--- src/shared/bus_area_pkg.sv ---
package bus_area_pkg;
  // ****************
  // register map
  // ****************
  localparam logic [3:0] BUS_CONTROL_OFFSET = 4'h0;
  localparam logic [3:0] MODE_STATUS_OFFSET = 4'h4;
  // ****************
  // bus_control fields
  // ****************
  localparam int AREA_CTRL_ENABLE_BIT = 7;
  localparam int ZERO_PAGE_SLOW_BIT = 6;
  localparam int RESERVED_BIT = 5;
  localparam int PORTS_NINE_A_ENABLE_BIT = 4;
  localparam int OFFCHIP_PORT_SELECT_BIT = 3;
  localparam int PULLUP_REGS_ENABLE_BIT = 2;
  localparam int PORTS_B_C_ENABLE_BIT = 1;
  localparam int PORTS_ONE_TWO_ENABLE_BIT = 0;
  localparam logic [7:0] BUS_CONTROL_RESET = 8'h3F;
  localparam logic [4:0] REMAP_BITS_MASK = 5'h1F;
  // ****************
  // operating modes
  // ****************
  localparam logic [2:0] MODE_FIXED_NARROW = 3'h2;
  localparam logic [2:0] MODE_SOFT_ENABLE_A = 3'h5;
  localparam logic [2:0] MODE_SOFT_ENABLE_B = 3'h6;
  localparam logic [2:0] MODE_SINGLE_CHIP = 3'h7;
  localparam logic [2:0] MODE_RESET = 3'h7;
  // ****************
  // port windows (upper 18 address bits, 4-byte granules)
  // ****************
  localparam logic [17:0] PORTS_ONE_TWO_BASE = 18'h03FA0;
  localparam logic [17:0] PORTS_NINE_A_BASE = 18'h03FA4;
  localparam logic [17:0] PORTS_B_C_BASE = 18'h03FA5;
  localparam logic [17:0] PULLUP_REGS_BASE = 18'h03FA6;
  localparam logic [17:0] OFFCHIP_PORT_BASE = 18'h03FA7;
  // ****************
  // axi answers
  // ****************
  localparam logic [1:0] RESP_OKAY = 2'h0;
  localparam logic [1:0] RESP_SLVERR = 2'h2;
endpackage

--- src/verilog/bus_area_port_enable_control.sv ---
`timescale 1ns/1ps
// Contract
// - zero-page bit forces page 0 three-state
// - single-chip mode ignores zero-page bit
// - bit 5 reads one, ignores writes
// - ports 9/A disabled go external byte
// - ports 9/A enabled respond on-chip
// - offchip port select zero maps external
// - offchip port select one leaves unreachable
// - pull-up regs disabled go external byte
// - pull-up regs enabled respond on-chip
// - ports B/C disabled go external byte
// - ports B/C enabled respond on-chip
// - ports 1/2 disabled go external byte
// - ports 1/2 enabled respond on-chip
// - single-chip mode refuses clearing remap bits
// - byte cycles use upper data lanes
// - area enable zero forces byte three-state
module bus_area_port_enable_control (
  input wire logic clk_i,
  input wire logic resetn_i,
  input wire logic [3:0] s_axi_awaddr_i,
  input wire logic s_axi_awvalid_i,
  output logic s_axi_awready_o,
  input wire logic [31:0] s_axi_wdata_i,
  input wire logic [3:0] s_axi_wstrb_i,
  input wire logic s_axi_wvalid_i,
  output logic s_axi_wready_o,
  output logic [1:0] s_axi_bresp_o,
  output logic s_axi_bvalid_o,
  input wire logic s_axi_bready_i,
  input wire logic [3:0] s_axi_araddr_i,
  input wire logic s_axi_arvalid_i,
  output logic s_axi_arready_o,
  output logic [31:0] s_axi_rdata_o,
  output logic [1:0] s_axi_rresp_o,
  output logic s_axi_rvalid_o,
  input wire logic s_axi_rready_i,
  input wire logic [2:0] mode_pins_i,
  input wire logic [7:0] width_boundary_i,
  input wire logic [7:0] slow_boundary_i,
  input wire logic cpu_req_i,
  input wire logic [19:0] cpu_addr_i,
  input wire logic cpu_ext_space_i,
  output logic dec_valid_o,
  output logic onchip_port_o,
  output logic ext_cycle_o,
  output logic ext_byte_o,
  output logic ext_slow_o,
  output logic upper_lane_o,
  output logic unreach_o
);

  // ****************
  // mode pin synchroniser
  // ****************
  logic [2:0] mode_meta_q;
  logic [2:0] mode_q;

  always_ff @(posedge clk_i or negedge resetn_i) begin
    if (!resetn_i) begin
      mode_meta_q <= bus_area_pkg::MODE_RESET;
      mode_q <= bus_area_pkg::MODE_RESET;
    end else begin
      mode_meta_q <= mode_pins_i;
      mode_q <= mode_meta_q;
    end
  end

  logic single_chip;
  logic soft_enable_mode;
  assign single_chip = (mode_q == bus_area_pkg::MODE_SINGLE_CHIP);
  assign soft_enable_mode = (mode_q == bus_area_pkg::MODE_SOFT_ENABLE_A) ||
                            (mode_q == bus_area_pkg::MODE_SOFT_ENABLE_B);

  // ****************
  // axi write channel
  // ****************
  logic aw_held_q;
  logic [3:0] aw_addr_q;
  logic w_held_q;
  logic [7:0] w_data_q;
  logic w_lane_q;
  logic do_write;

  assign do_write = aw_held_q && w_held_q && !s_axi_bvalid_o;

  always_ff @(posedge clk_i or negedge resetn_i) begin
    if (!resetn_i) begin
      aw_held_q <= 1'b0;
      aw_addr_q <= 4'h0;
      w_held_q <= 1'b0;
      w_data_q <= 8'h00;
      w_lane_q <= 1'b0;
      s_axi_bvalid_o <= 1'b0;
      s_axi_bresp_o <= bus_area_pkg::RESP_OKAY;
    end else begin
      if (s_axi_awvalid_i && s_axi_awready_o) begin
        aw_held_q <= 1'b1;
        aw_addr_q <= s_axi_awaddr_i;
      end
      if (s_axi_wvalid_i && s_axi_wready_o) begin
        w_held_q <= 1'b1;
        w_data_q <= s_axi_wdata_i[7:0];
        w_lane_q <= s_axi_wstrb_i[0];
      end
      if (do_write) begin
        aw_held_q <= 1'b0;
        w_held_q <= 1'b0;
        s_axi_bvalid_o <= 1'b1;
        s_axi_bresp_o <= (aw_addr_q == bus_area_pkg::BUS_CONTROL_OFFSET ||
                          aw_addr_q == bus_area_pkg::MODE_STATUS_OFFSET) ?
                         bus_area_pkg::RESP_OKAY : bus_area_pkg::RESP_SLVERR;
      end else if (s_axi_bready_i) begin
        s_axi_bvalid_o <= 1'b0;
      end
    end
  end

  // ****************
  // axi write ready flags
  // ****************
  // low while the channel is held or a response is pending
  always_ff @(posedge clk_i or negedge resetn_i) begin
    if (!resetn_i) begin
      s_axi_awready_o <= 1'b1;
      s_axi_wready_o <= 1'b1;
    end else begin
      if (s_axi_awvalid_i && s_axi_awready_o) begin
        s_axi_awready_o <= 1'b0;
      end
      if (s_axi_wvalid_i && s_axi_wready_o) begin
        s_axi_wready_o <= 1'b0;
      end
      if (s_axi_bvalid_o && s_axi_bready_i) begin
        s_axi_awready_o <= 1'b1;
        s_axi_wready_o <= 1'b1;
      end
    end
  end

  // ****************
  // bus_control register
  // ****************
  logic area_enable_bit_q;
  logic zero_page_slow_q;
  logic [4:0] remap_q;
  logic ctrl_write;
  logic area_ctrl_enable;
  logic [7:0] bus_control_rd;

  assign ctrl_write = do_write && w_lane_q && (aw_addr_q == bus_area_pkg::BUS_CONTROL_OFFSET);
  // area enable is fixed at one outside the two soft-enable modes
  assign area_ctrl_enable = area_enable_bit_q || !soft_enable_mode;
  assign bus_control_rd = {area_ctrl_enable, zero_page_slow_q, 1'b1, remap_q};

  always_ff @(posedge clk_i or negedge resetn_i) begin
    if (!resetn_i) begin
      area_enable_bit_q <= bus_area_pkg::BUS_CONTROL_RESET[bus_area_pkg::AREA_CTRL_ENABLE_BIT];
      zero_page_slow_q <= bus_area_pkg::BUS_CONTROL_RESET[bus_area_pkg::ZERO_PAGE_SLOW_BIT];
      remap_q <= bus_area_pkg::BUS_CONTROL_RESET[4:0];
    end else if (ctrl_write) begin
      area_enable_bit_q <= w_data_q[bus_area_pkg::AREA_CTRL_ENABLE_BIT];
      zero_page_slow_q <= w_data_q[bus_area_pkg::ZERO_PAGE_SLOW_BIT];
      remap_q <= single_chip ? (w_data_q[4:0] | bus_area_pkg::REMAP_BITS_MASK) : w_data_q[4:0];
    end
  end

  // ****************
  // axi read channel
  // ****************
  // low while a read answer is pending
  always_ff @(posedge clk_i or negedge resetn_i) begin
    if (!resetn_i) begin
      s_axi_arready_o <= 1'b1;
    end else if (s_axi_arvalid_i && s_axi_arready_o) begin
      s_axi_arready_o <= 1'b0;
    end else if (s_axi_rvalid_o && s_axi_rready_i) begin
      s_axi_arready_o <= 1'b1;
    end
  end

  always_ff @(posedge clk_i or negedge resetn_i) begin
    if (!resetn_i) begin
      s_axi_rvalid_o <= 1'b0;
      s_axi_rdata_o <= 32'h0000_0000;
      s_axi_rresp_o <= bus_area_pkg::RESP_OKAY;
    end else if (s_axi_arvalid_i && s_axi_arready_o) begin
      s_axi_rvalid_o <= 1'b1;
      s_axi_rresp_o <= bus_area_pkg::RESP_OKAY;
      unique case (s_axi_araddr_i)
        bus_area_pkg::BUS_CONTROL_OFFSET: s_axi_rdata_o <= {24'h00_0000, bus_control_rd};
        bus_area_pkg::MODE_STATUS_OFFSET: s_axi_rdata_o <= {29'h0000_0000, mode_q};
        default: begin
          s_axi_rdata_o <= 32'h0000_0000;
          s_axi_rresp_o <= bus_area_pkg::RESP_SLVERR;
        end
      endcase
    end else if (s_axi_rready_i) begin
      s_axi_rvalid_o <= 1'b0;
    end
  end

  // ****************
  // cpu access decode
  // ****************
  logic [17:0] granule;
  logic hit_p12;
  logic hit_p9a;
  logic hit_pbc;
  logic hit_pcr;
  logic hit_offchip;
  logic port_enabled;
  logic port_remapped;
  logic min_mode;
  logic [7:0] area_key;
  logic page_zero;
  logic ext_d;
  logic byte_d;
  logic slow_d;
  logic onchip_d;
  logic unreach_d;

  assign granule = cpu_addr_i[19:2];
  assign hit_p12 = (granule == bus_area_pkg::PORTS_ONE_TWO_BASE);
  assign hit_p9a = (granule == bus_area_pkg::PORTS_NINE_A_BASE);
  assign hit_pbc = (granule == bus_area_pkg::PORTS_B_C_BASE);
  assign hit_pcr = (granule == bus_area_pkg::PULLUP_REGS_BASE);
  assign hit_offchip = (granule == bus_area_pkg::OFFCHIP_PORT_BASE);
  assign min_mode = (mode_q == 3'h1) || (mode_q == 3'h2) || (mode_q == 3'h6);
  assign area_key = min_mode ? cpu_addr_i[15:8] : cpu_addr_i[19:12];
  assign page_zero = (cpu_addr_i[19:16] == 4'h0);

  always_comb begin
    port_enabled = 1'b0;
    port_remapped = 1'b0;
    if (hit_p12) begin
      port_enabled = remap_q[bus_area_pkg::PORTS_ONE_TWO_ENABLE_BIT];
      port_remapped = !remap_q[bus_area_pkg::PORTS_ONE_TWO_ENABLE_BIT];
    end else if (hit_p9a) begin
      port_enabled = remap_q[bus_area_pkg::PORTS_NINE_A_ENABLE_BIT];
      port_remapped = !remap_q[bus_area_pkg::PORTS_NINE_A_ENABLE_BIT];
    end else if (hit_pbc) begin
      port_enabled = remap_q[bus_area_pkg::PORTS_B_C_ENABLE_BIT];
      port_remapped = !remap_q[bus_area_pkg::PORTS_B_C_ENABLE_BIT];
    end else if (hit_pcr) begin
      port_enabled = remap_q[bus_area_pkg::PULLUP_REGS_ENABLE_BIT];
      port_remapped = !remap_q[bus_area_pkg::PULLUP_REGS_ENABLE_BIT];
    end else if (hit_offchip) begin
      port_remapped = !remap_q[bus_area_pkg::OFFCHIP_PORT_SELECT_BIT];
    end
  end

  always_comb begin
    onchip_d = port_enabled;
    unreach_d = hit_offchip && !port_remapped;
    ext_d = 1'b0;
    byte_d = 1'b0;
    slow_d = 1'b0;
    if (port_remapped) begin
      ext_d = 1'b1;
      byte_d = 1'b1;
      slow_d = 1'b1;
    end else if (cpu_ext_space_i && !single_chip && !onchip_d && !unreach_d) begin
      ext_d = 1'b1;
      if (!area_ctrl_enable || mode_q == bus_area_pkg::MODE_FIXED_NARROW) begin
        byte_d = 1'b1;
        slow_d = 1'b1;
      end else begin
        byte_d = (area_key >= width_boundary_i);
        slow_d = (area_key >= slow_boundary_i) || (zero_page_slow_q && page_zero);
      end
    end
  end

  // decode uses the register as it stands after any earlier write
  always_ff @(posedge clk_i or negedge resetn_i) begin
    if (!resetn_i) begin
      dec_valid_o <= 1'b0;
      onchip_port_o <= 1'b0;
      ext_cycle_o <= 1'b0;
      ext_byte_o <= 1'b0;
      ext_slow_o <= 1'b0;
      upper_lane_o <= 1'b0;
      unreach_o <= 1'b0;
    end else begin
      dec_valid_o <= cpu_req_i;
      onchip_port_o <= cpu_req_i && onchip_d;
      ext_cycle_o <= cpu_req_i && ext_d;
      ext_byte_o <= cpu_req_i && ext_d && byte_d;
      ext_slow_o <= cpu_req_i && ext_d && slow_d;
      upper_lane_o <= cpu_req_i && ext_d && byte_d;
      unreach_o <= cpu_req_i && unreach_d;
    end
  end
endmodule // bus_area_port_enable_control

--- config.mk ---
export PLATFORM = sky130hd
export DESIGN_NAME = bus_area_port_enable_control
export DESIGN_NICKNAME = d
export VERILOG_FILES = /design/src/shared/bus_area_pkg.sv /design/src/verilog/bus_area_port_enable_control.sv
export SDC_FILE = /design/constraint.sdc
export NUM_CORES = 1
export LEC_CHECK = 0
export BUFFER_PORTS_ARGS = -buffer_cell sky130_fd_sc_hd__buf_4
export CAP_MARGIN = 20
export CORE_MARGIN = 10
export CORE_UTILIZATION = 40
export DETAILED_ROUTE_END_ITERATION = 10
export PLACE_DENSITY = 0.83
export SYNTH_ARGS = -nofsm -noshare
export SYNTH_HDL_FRONTEND = slang
export SYNTH_SLANG_ARGS = --single-unit
export TNS_END_PERCENT = 100
--- constraint.sdc ---
create_clock -name clk_i -period 3.05 [get_ports clk_i]
set_clock_uncertainty 0.15 [all_clocks]
set_input_delay 0.1525 -clock clk_i [delete_from_list [all_inputs] [get_ports clk_i]]
set_output_delay 0.1525 -clock clk_i [all_outputs]
set_load 0.05 [all_outputs]
# After elaboration in Yosys (flattened, before gate mapping)
# Index checks and enable logic that the tools add are counted.
[totals] reg_bits=75 wordCells=123
[classes] reduce_logical=49 magnitude_cmp=2 muxes=36 n_eq_ne=12
[ops] operator="equality test 18 x 14 -> 1 bit, second input constant" n=5
[ops] operator="2-to-1 mux 1 bit" n=31
[ops] operator="logical AND 1 bit" n=19
[ops] operator=">= comparator 8 bit" n=2
[ops] operator="case mux 8 bit (2 select lines)" n=1
[ops] operator="nonzero test 2 bit" n=7
[ops] operator="zero test 1 bit" n=12
[ops] operator="zero test 4 bit" n=3
[ops] operator="equality test 3 bit, second input constant" n=3
[ops] operator="equality test 4 x 3 -> 1 bit, second input constant" n=2
[ops] operator="2-to-1 mux 8 bit" n=1
[ops] operator="logical OR 1 bit" n=7
[ops] operator="2-to-1 mux 5 bit" n=1
[ops] operator="2-to-1 mux 2 bit" n=2
[ops] operator="equality test 3 x 1 -> 1 bit, second input constant" n=1
[ops] operator="equality test 3 x 2 -> 1 bit, second input constant" n=1
[ops] operator="OR reduction 2 bit" n=1

# Logic depth before layout (Yosys ltp)
[depth] word_depth=14 ltp_mapped=9 depth_no_buf=9

# Least setup slack after synthesis
# Ideal clock, no wire load.
[synth_timing] path_type="reg2reg" from="reg mode_q[1]" to="reg ext_slow_o" slack_ps=520 path_stages_with_launch=10 path_buffers=0 synth_period_minus_slack_ps=2530 arrival_ps=2232 setup_time_ps=147 cell_sequence="dfstp_2 nand2b_1 nor2_1 nor2_1 mux2_2 ha_1 o21ai_0 a21oi_1 o31ai_1 a41oi_1"
[synth_via] elab_chain_cells=10 elab_cells_between_ends=26 classes_between="order compare: 1; eq/ne: 5; mux: 6; reduce/logical: 14"
[synth_rtl] item="start: declaration" line_no="bus_area_port_enable_control.sv:58" source="logic [2:0] mode_q;"
[synth_rtl] item="start signal: assignment" line_no="bus_area_port_enable_control.sv:63" source="mode_q <= bus_area_pkg::MODE_RESET;"
[synth_rtl] item="start signal: assignment" line_no="bus_area_port_enable_control.sv:66" source="mode_q <= mode_meta_q;"
[synth_rtl] item="equality test 3 x 1 -> 1 bit, or another cell as far along" line_no="bus_area_port_enable_control.sv:230" source="assign min_mode = (mode_q == 3'h1) || (mode_q == 3'h2) || (mode_q == 3'h6);"
[synth_rtl] item="logical OR 1 bit, on equally long branches" line_no="bus_area_port_enable_control.sv:230, bus_area_port_enable_control.sv:73"
[synth_rtl] item="logical OR 1 bit / zero test 1 bit (equally long branches)" line_no="bus_area_port_enable_control.sv:230, bus_area_port_enable_control.sv:154"
[synth_rtl] item="2-to-1 mux 8 bit / logical OR 1 bit (equally long branches)" line_no="bus_area_port_enable_control.sv:231, bus_area_port_enable_control.sv:154"
[synth_rtl] item=">= comparator 8 bit / zero test 1 bit (equally long branches)" line_no="bus_area_port_enable_control.sv:271, bus_area_port_enable_control.sv:266"
[synth_rtl] item="logical OR 1 bit, on equally long branches" line_no="bus_area_port_enable_control.sv:271, bus_area_port_enable_control.sv:266"
[synth_rtl] item="2-to-1 mux 1 bit" line_no="bus_area_port_enable_control.sv:266" source="if (!area_ctrl_enable || mode_q == bus_area_pkg::MODE_FIXED_NARROW) begin"
[synth_rtl] item="2-to-1 mux 1 bit" line_no="bus_area_port_enable_control.sv:264" source="end else if (cpu_ext_space_i && !single_chip && !onchip_d && !unreach_d) begin"
[synth_rtl] item="2-to-1 mux 1 bit" line_no="bus_area_port_enable_control.sv:260" source="if (port_remapped) begin"
[synth_rtl] item="logical AND 1 bit (*)" line_no="bus_area_port_enable_control.sv:291" source="ext_slow_o <= cpu_req_i && ext_d && slow_d;"
[synth_rtl] item="end signal: assignment" line_no="bus_area_port_enable_control.sv:291"
[synth_rtl] item="end: declaration" line_no="bus_area_port_enable_control.sv:49" source="output logic ext_slow_o,"
# Every way passes the cells marked *; elsewhere a longest branch is shown, timed or not.
# A chain may end at the register's enable or synchronous reset.

# Worst setup path after layout
# Same ends and word-level chain as after synthesis.

==> results list <==
- Routability cong.: about 0.87
* Clock net sink count: 48
- The total count of max-transition violations in the final report is 0.
- Die width: 101.7 um
- At the worst endpoint, the arrival time is 2.56 ns.
* Crit share post-route: 0.8383
* Clk slew on worst S/H paths: 0.08 ns
* Area of all placed cells without fillers: 3611 um2
- Counting I/O delays and the setup requirement, the final critical path takes 2.557 ns.
- Counting distinct cell types in the post-synthesis netlist gives 42.
* Total of flip-flops plus latches after synthesis: 48
- DRC violations left: 0
- Wirelength per Cell: 14.36 um
* CORE AREA: 6422 um2
* Clock tree from TritonCTS: yes
- Entering global routing, the biggest net connects 49 pins.
* Maximum fanout encountered on the critical timing path: 8
- The run finished with clean final reports.
* Worst setup path startpoint: mode_q[1]
* Worst hold stages: 2
- Placement-stage cell area: 3266 um2
- Total setup violations reported at the end of the flow: 0
* Crit path required time: 3.05 ns
- For this block, the via count after detailed routing is ~2000.
* Highest-count cells in the layout ignoring fill and taps: 85 x sky130_fd_sc_hd__buf_4, 34 x sky130_fd_sc_hd__dfrtp_1, 26 x sky130_fd_sc_hd__conb_1, 25 x sky130_fd_sc_hd__nor2_1, 25 x sky130_fd_sc_hd__dlygate4sd3_1
* Critical path startpoint category: flip-flop
* Instance count of the mapped netlist: about 260
- Via density per instance: 4.615
- Transition time at the pin with the least slew margin: 0.5763 ns
- Power density over the cells: 609.9 nW/um2
- The die covers 10340 um2.
* Global router's overall resource usage: 0.1211
- Critical path capture point type: flip-flop
* Post-synth top flop: sky130_fd_sc_hd__dfrtp_1
* Min-delay src: cpu_addr_i[4]
* I/O pin cnt: 140
- Post-CTS resize count: 0
- Compared with the post-synthesis result, the final layout area differs by 35.37%.
- Setup slack on the worst reg-to-reg path comes out at just under 0.5 ns.
- After detailed routing, the total wire length is 6.375 mm.
- For the worst-skew pair, the clock arrives at the later sink with an insertion delay of 0.30 ns.
- The via count of the first global-routing pass came to 2170.
- The root buffer cell chosen for the clock tree is sky130_fd_sc_hd__clkbuf_8.
* Peak supply drop: 0.0005026 V
- In the final layout, the share of cells above drive strength 1 is 0.3651.
- Leak pwr: 1.821 nW
- In the final timing run, aggregate negative setup slack is 0 ns.
- End point of the worst hold path: unreach_o
- In this run the remaining antenna-violating nets after routing total 0.
- Setup repair after global routing left no endpoint under its margin.
* Buffers from clock root to sink, at most: 2
- Most common cell after layout, fill and taps aside: sky130_fd_sc_hd__buf_4
- First-pass GRT wire length: 10.13 mm
- The number of antenna violations at the first check in global routing was 0.
- The endpoint identified for the worst register-to-register timing path is ext_slow_o.
- Antenna Diode Count: 0
- Counting cells, the worst reg-to-reg path comes to 10.
- Remaining max-slew budget at the tightest pin: 0.6158
* Dpl hpwl: 5.189 mm
- # port buffers: 83
- Across the run, the number of max-cap violations was 0.
- For this run, the post-layout net count is 474.
* Type of the worst min-delay path: input port to flip-flop
- Synthesis Warnings: 0
* Reg2Reg Launch Point: mode_q[1]
* Avg Cell Area, Syn: 10.42 um2
- Sum of overflow across all layers after global routing: 0
- The critical path in this run is classified as flip-flop to flip-flop.
* Number of synthesized flops with an enable pin: 0
* Share of synthesized area occupied by flip-flops and latches: 0.4568
- The pre-antenna-repair detailed-routing pass consisted of 4 iterations.
- Total standard cell area after synthesis: 2668 um2
- Number of clock buffers inserted by TritonCTS: 5
- Starting density of the core: 0.4154
* FMAX: between 300 and 400 MHz
- Depth of the CTS H-tree: 2
* Height of the chip: 101.7 um
- The total count of hold-check failures in the final report was 0.
- Share of flip-flops with an asynchronous set or reset: 1.000
* Number of DRC violations after detailed-routing iteration 0: 68
- Standard-cell rows: 29
[cell type report]
| type | instances | area [um2] |
|---|---|---|
| well taps | 77 | 96.34 |
| inverters | 23 | 86.33 |
| clock inverters | 1 | 8.758 |
| fillers | 554 | 2811 |
| repair buffers | 110 | 888.4 |
| multi-input cells | 178 | 1226 |
| clock buffers | 7 | 86.33 |
| flip-flops and latches | 48 | 1219 |
[registers in the layout, summed over array words and instances, names as in the netlist, 3 cells and up]
signal         flops
aw_addr_q          4
mode_meta_q        3
mode_q             3
remap_q            5
s_axi_rdata_o      8
w_data_q           7
[stage by stage]
| step | setup slack (ns) | total power, mW | std cells | util | hold slack [ns] |
|---|---|---|---|---|---|
| 2_1_floorplan | 0.5204 | 1.562 | 281 | - | -0.2931 |
| 3_3_place_gp | 0.5249 | 1.759 | 411 | 0.5085 | 0.04061 |
| 3_5_place_dp | 0.5034 | 1.790 | 411 | 0.5085 | 0.04817 |
| 4_1_cts | 0.4784 | 2.219 | 444 | 0.5622 | 0.007253 |
| 5_1_grt | 0.3019 | 2.353 | 444 | 0.5622 | 0.01828 |
| 6_report | 0.4933 | 2.202 | 444 | 0.5622 | 0.02070 |
[worst max path at each step]
stage	endpoint	cells after the start
floorplan	ext_slow_o	9
global placement	ext_slow_o	10
detailed placement	ext_slow_o	10
CTS	ext_slow_o	10
global route	ext_slow_o	10
finish	ext_slow_o	10
[cell usage after synthesis (2+ instances only)]
cell	n	area [um2]
sky130_fd_sc_hd__mux2_2	21	236.5
sky130_fd_sc_hd__nor3b_1	2	15.01
sky130_fd_sc_hd__mux2i_1	7	70.07
sky130_fd_sc_hd__inv_1	23	86.33
sky130_fd_sc_hd__and3_1	5	31.28
sky130_fd_sc_hd__buf_4	27	202.7
sky130_fd_sc_hd__a21oi_2	5	43.79
sky130_fd_sc_hd__nor3_1	4	20.02
sky130_fd_sc_hd__dfstp_2	14	367.9
sky130_fd_sc_hd__nor2b_1	2	12.51
sky130_fd_sc_hd__a21boi_0	2	15.01
sky130_fd_sc_hd__nand4_1	2	12.51
sky130_fd_sc_hd__a21oi_1	11	55.05
sky130_fd_sc_hd__nand3b_1	3	22.52
sky130_fd_sc_hd__o21ai_0	13	65.06
sky130_fd_sc_hd__dfrtp_1	34	850.8
sky130_fd_sc_hd__nor2_1	25	93.84
sky130_fd_sc_hd__ha_1	16	200.2
sky130_fd_sc_hd__nand2b_1	2	12.51
sky130_fd_sc_hd__nand2_1	12	45.04
sky130_fd_sc_hd__clkbuf_1	2	7.510
sky130_fd_sc_hd__a22o_1	4	35.03
[per-layer routing]
metal	global-route usage	vias to the layer above	wire (um)
met3	0.04357	7	514
met4	0.02750	0	68
li1	-	1047	-
met5	0	-	0
met2	0.2192	58	3292
met1	0.1321	937	2499
[power by group]
group          leakage, nW  internal, mW  switching (mW)  total, mW
logic                 1.20         0.353           0.477      0.830
clock network       0.0484         0.186           0.205      0.391
registers            0.575         0.854           0.128      0.982
total                 1.82          1.39           0.810       2.20
[repair_timing]
item,4_1_cts,5_1_grt
hold endpoints to repair,57,0
hold buffers,25,0
buffers inserted,0,0
[cell families (layout without fill, tap and decap cells)]
group,after synthesis,in the layout,share of synthesized area
AOI/OAI and AO/OA,44,44,0.1065
adders and majority gates,16,16,0.07505
buffers and inverters,55,141,0.1187
DFF,48,48,0.4568
muxes,28,28,0.1149
other,1,26,0.001406
and+or+nand+nor,64,64,0.1266
[critical path, stage by stage (launching register included)]
cell                       delay, ns
sky130_fd_sc_hd__dfstp_2        0.55
sky130_fd_sc_hd__nand2b_1       0.14
sky130_fd_sc_hd__nor2_1         0.05
sky130_fd_sc_hd__nor2_1         0.08
sky130_fd_sc_hd__buf_4          0.17
sky130_fd_sc_hd__mux2_2         0.37
sky130_fd_sc_hd__ha_1           0.27
sky130_fd_sc_hd__o21ai_0        0.15
sky130_fd_sc_hd__a21oi_1        0.06
sky130_fd_sc_hd__o31ai_1        0.26
sky130_fd_sc_hd__a41oi_1        0.15
(Power assumes the default switching activity.)
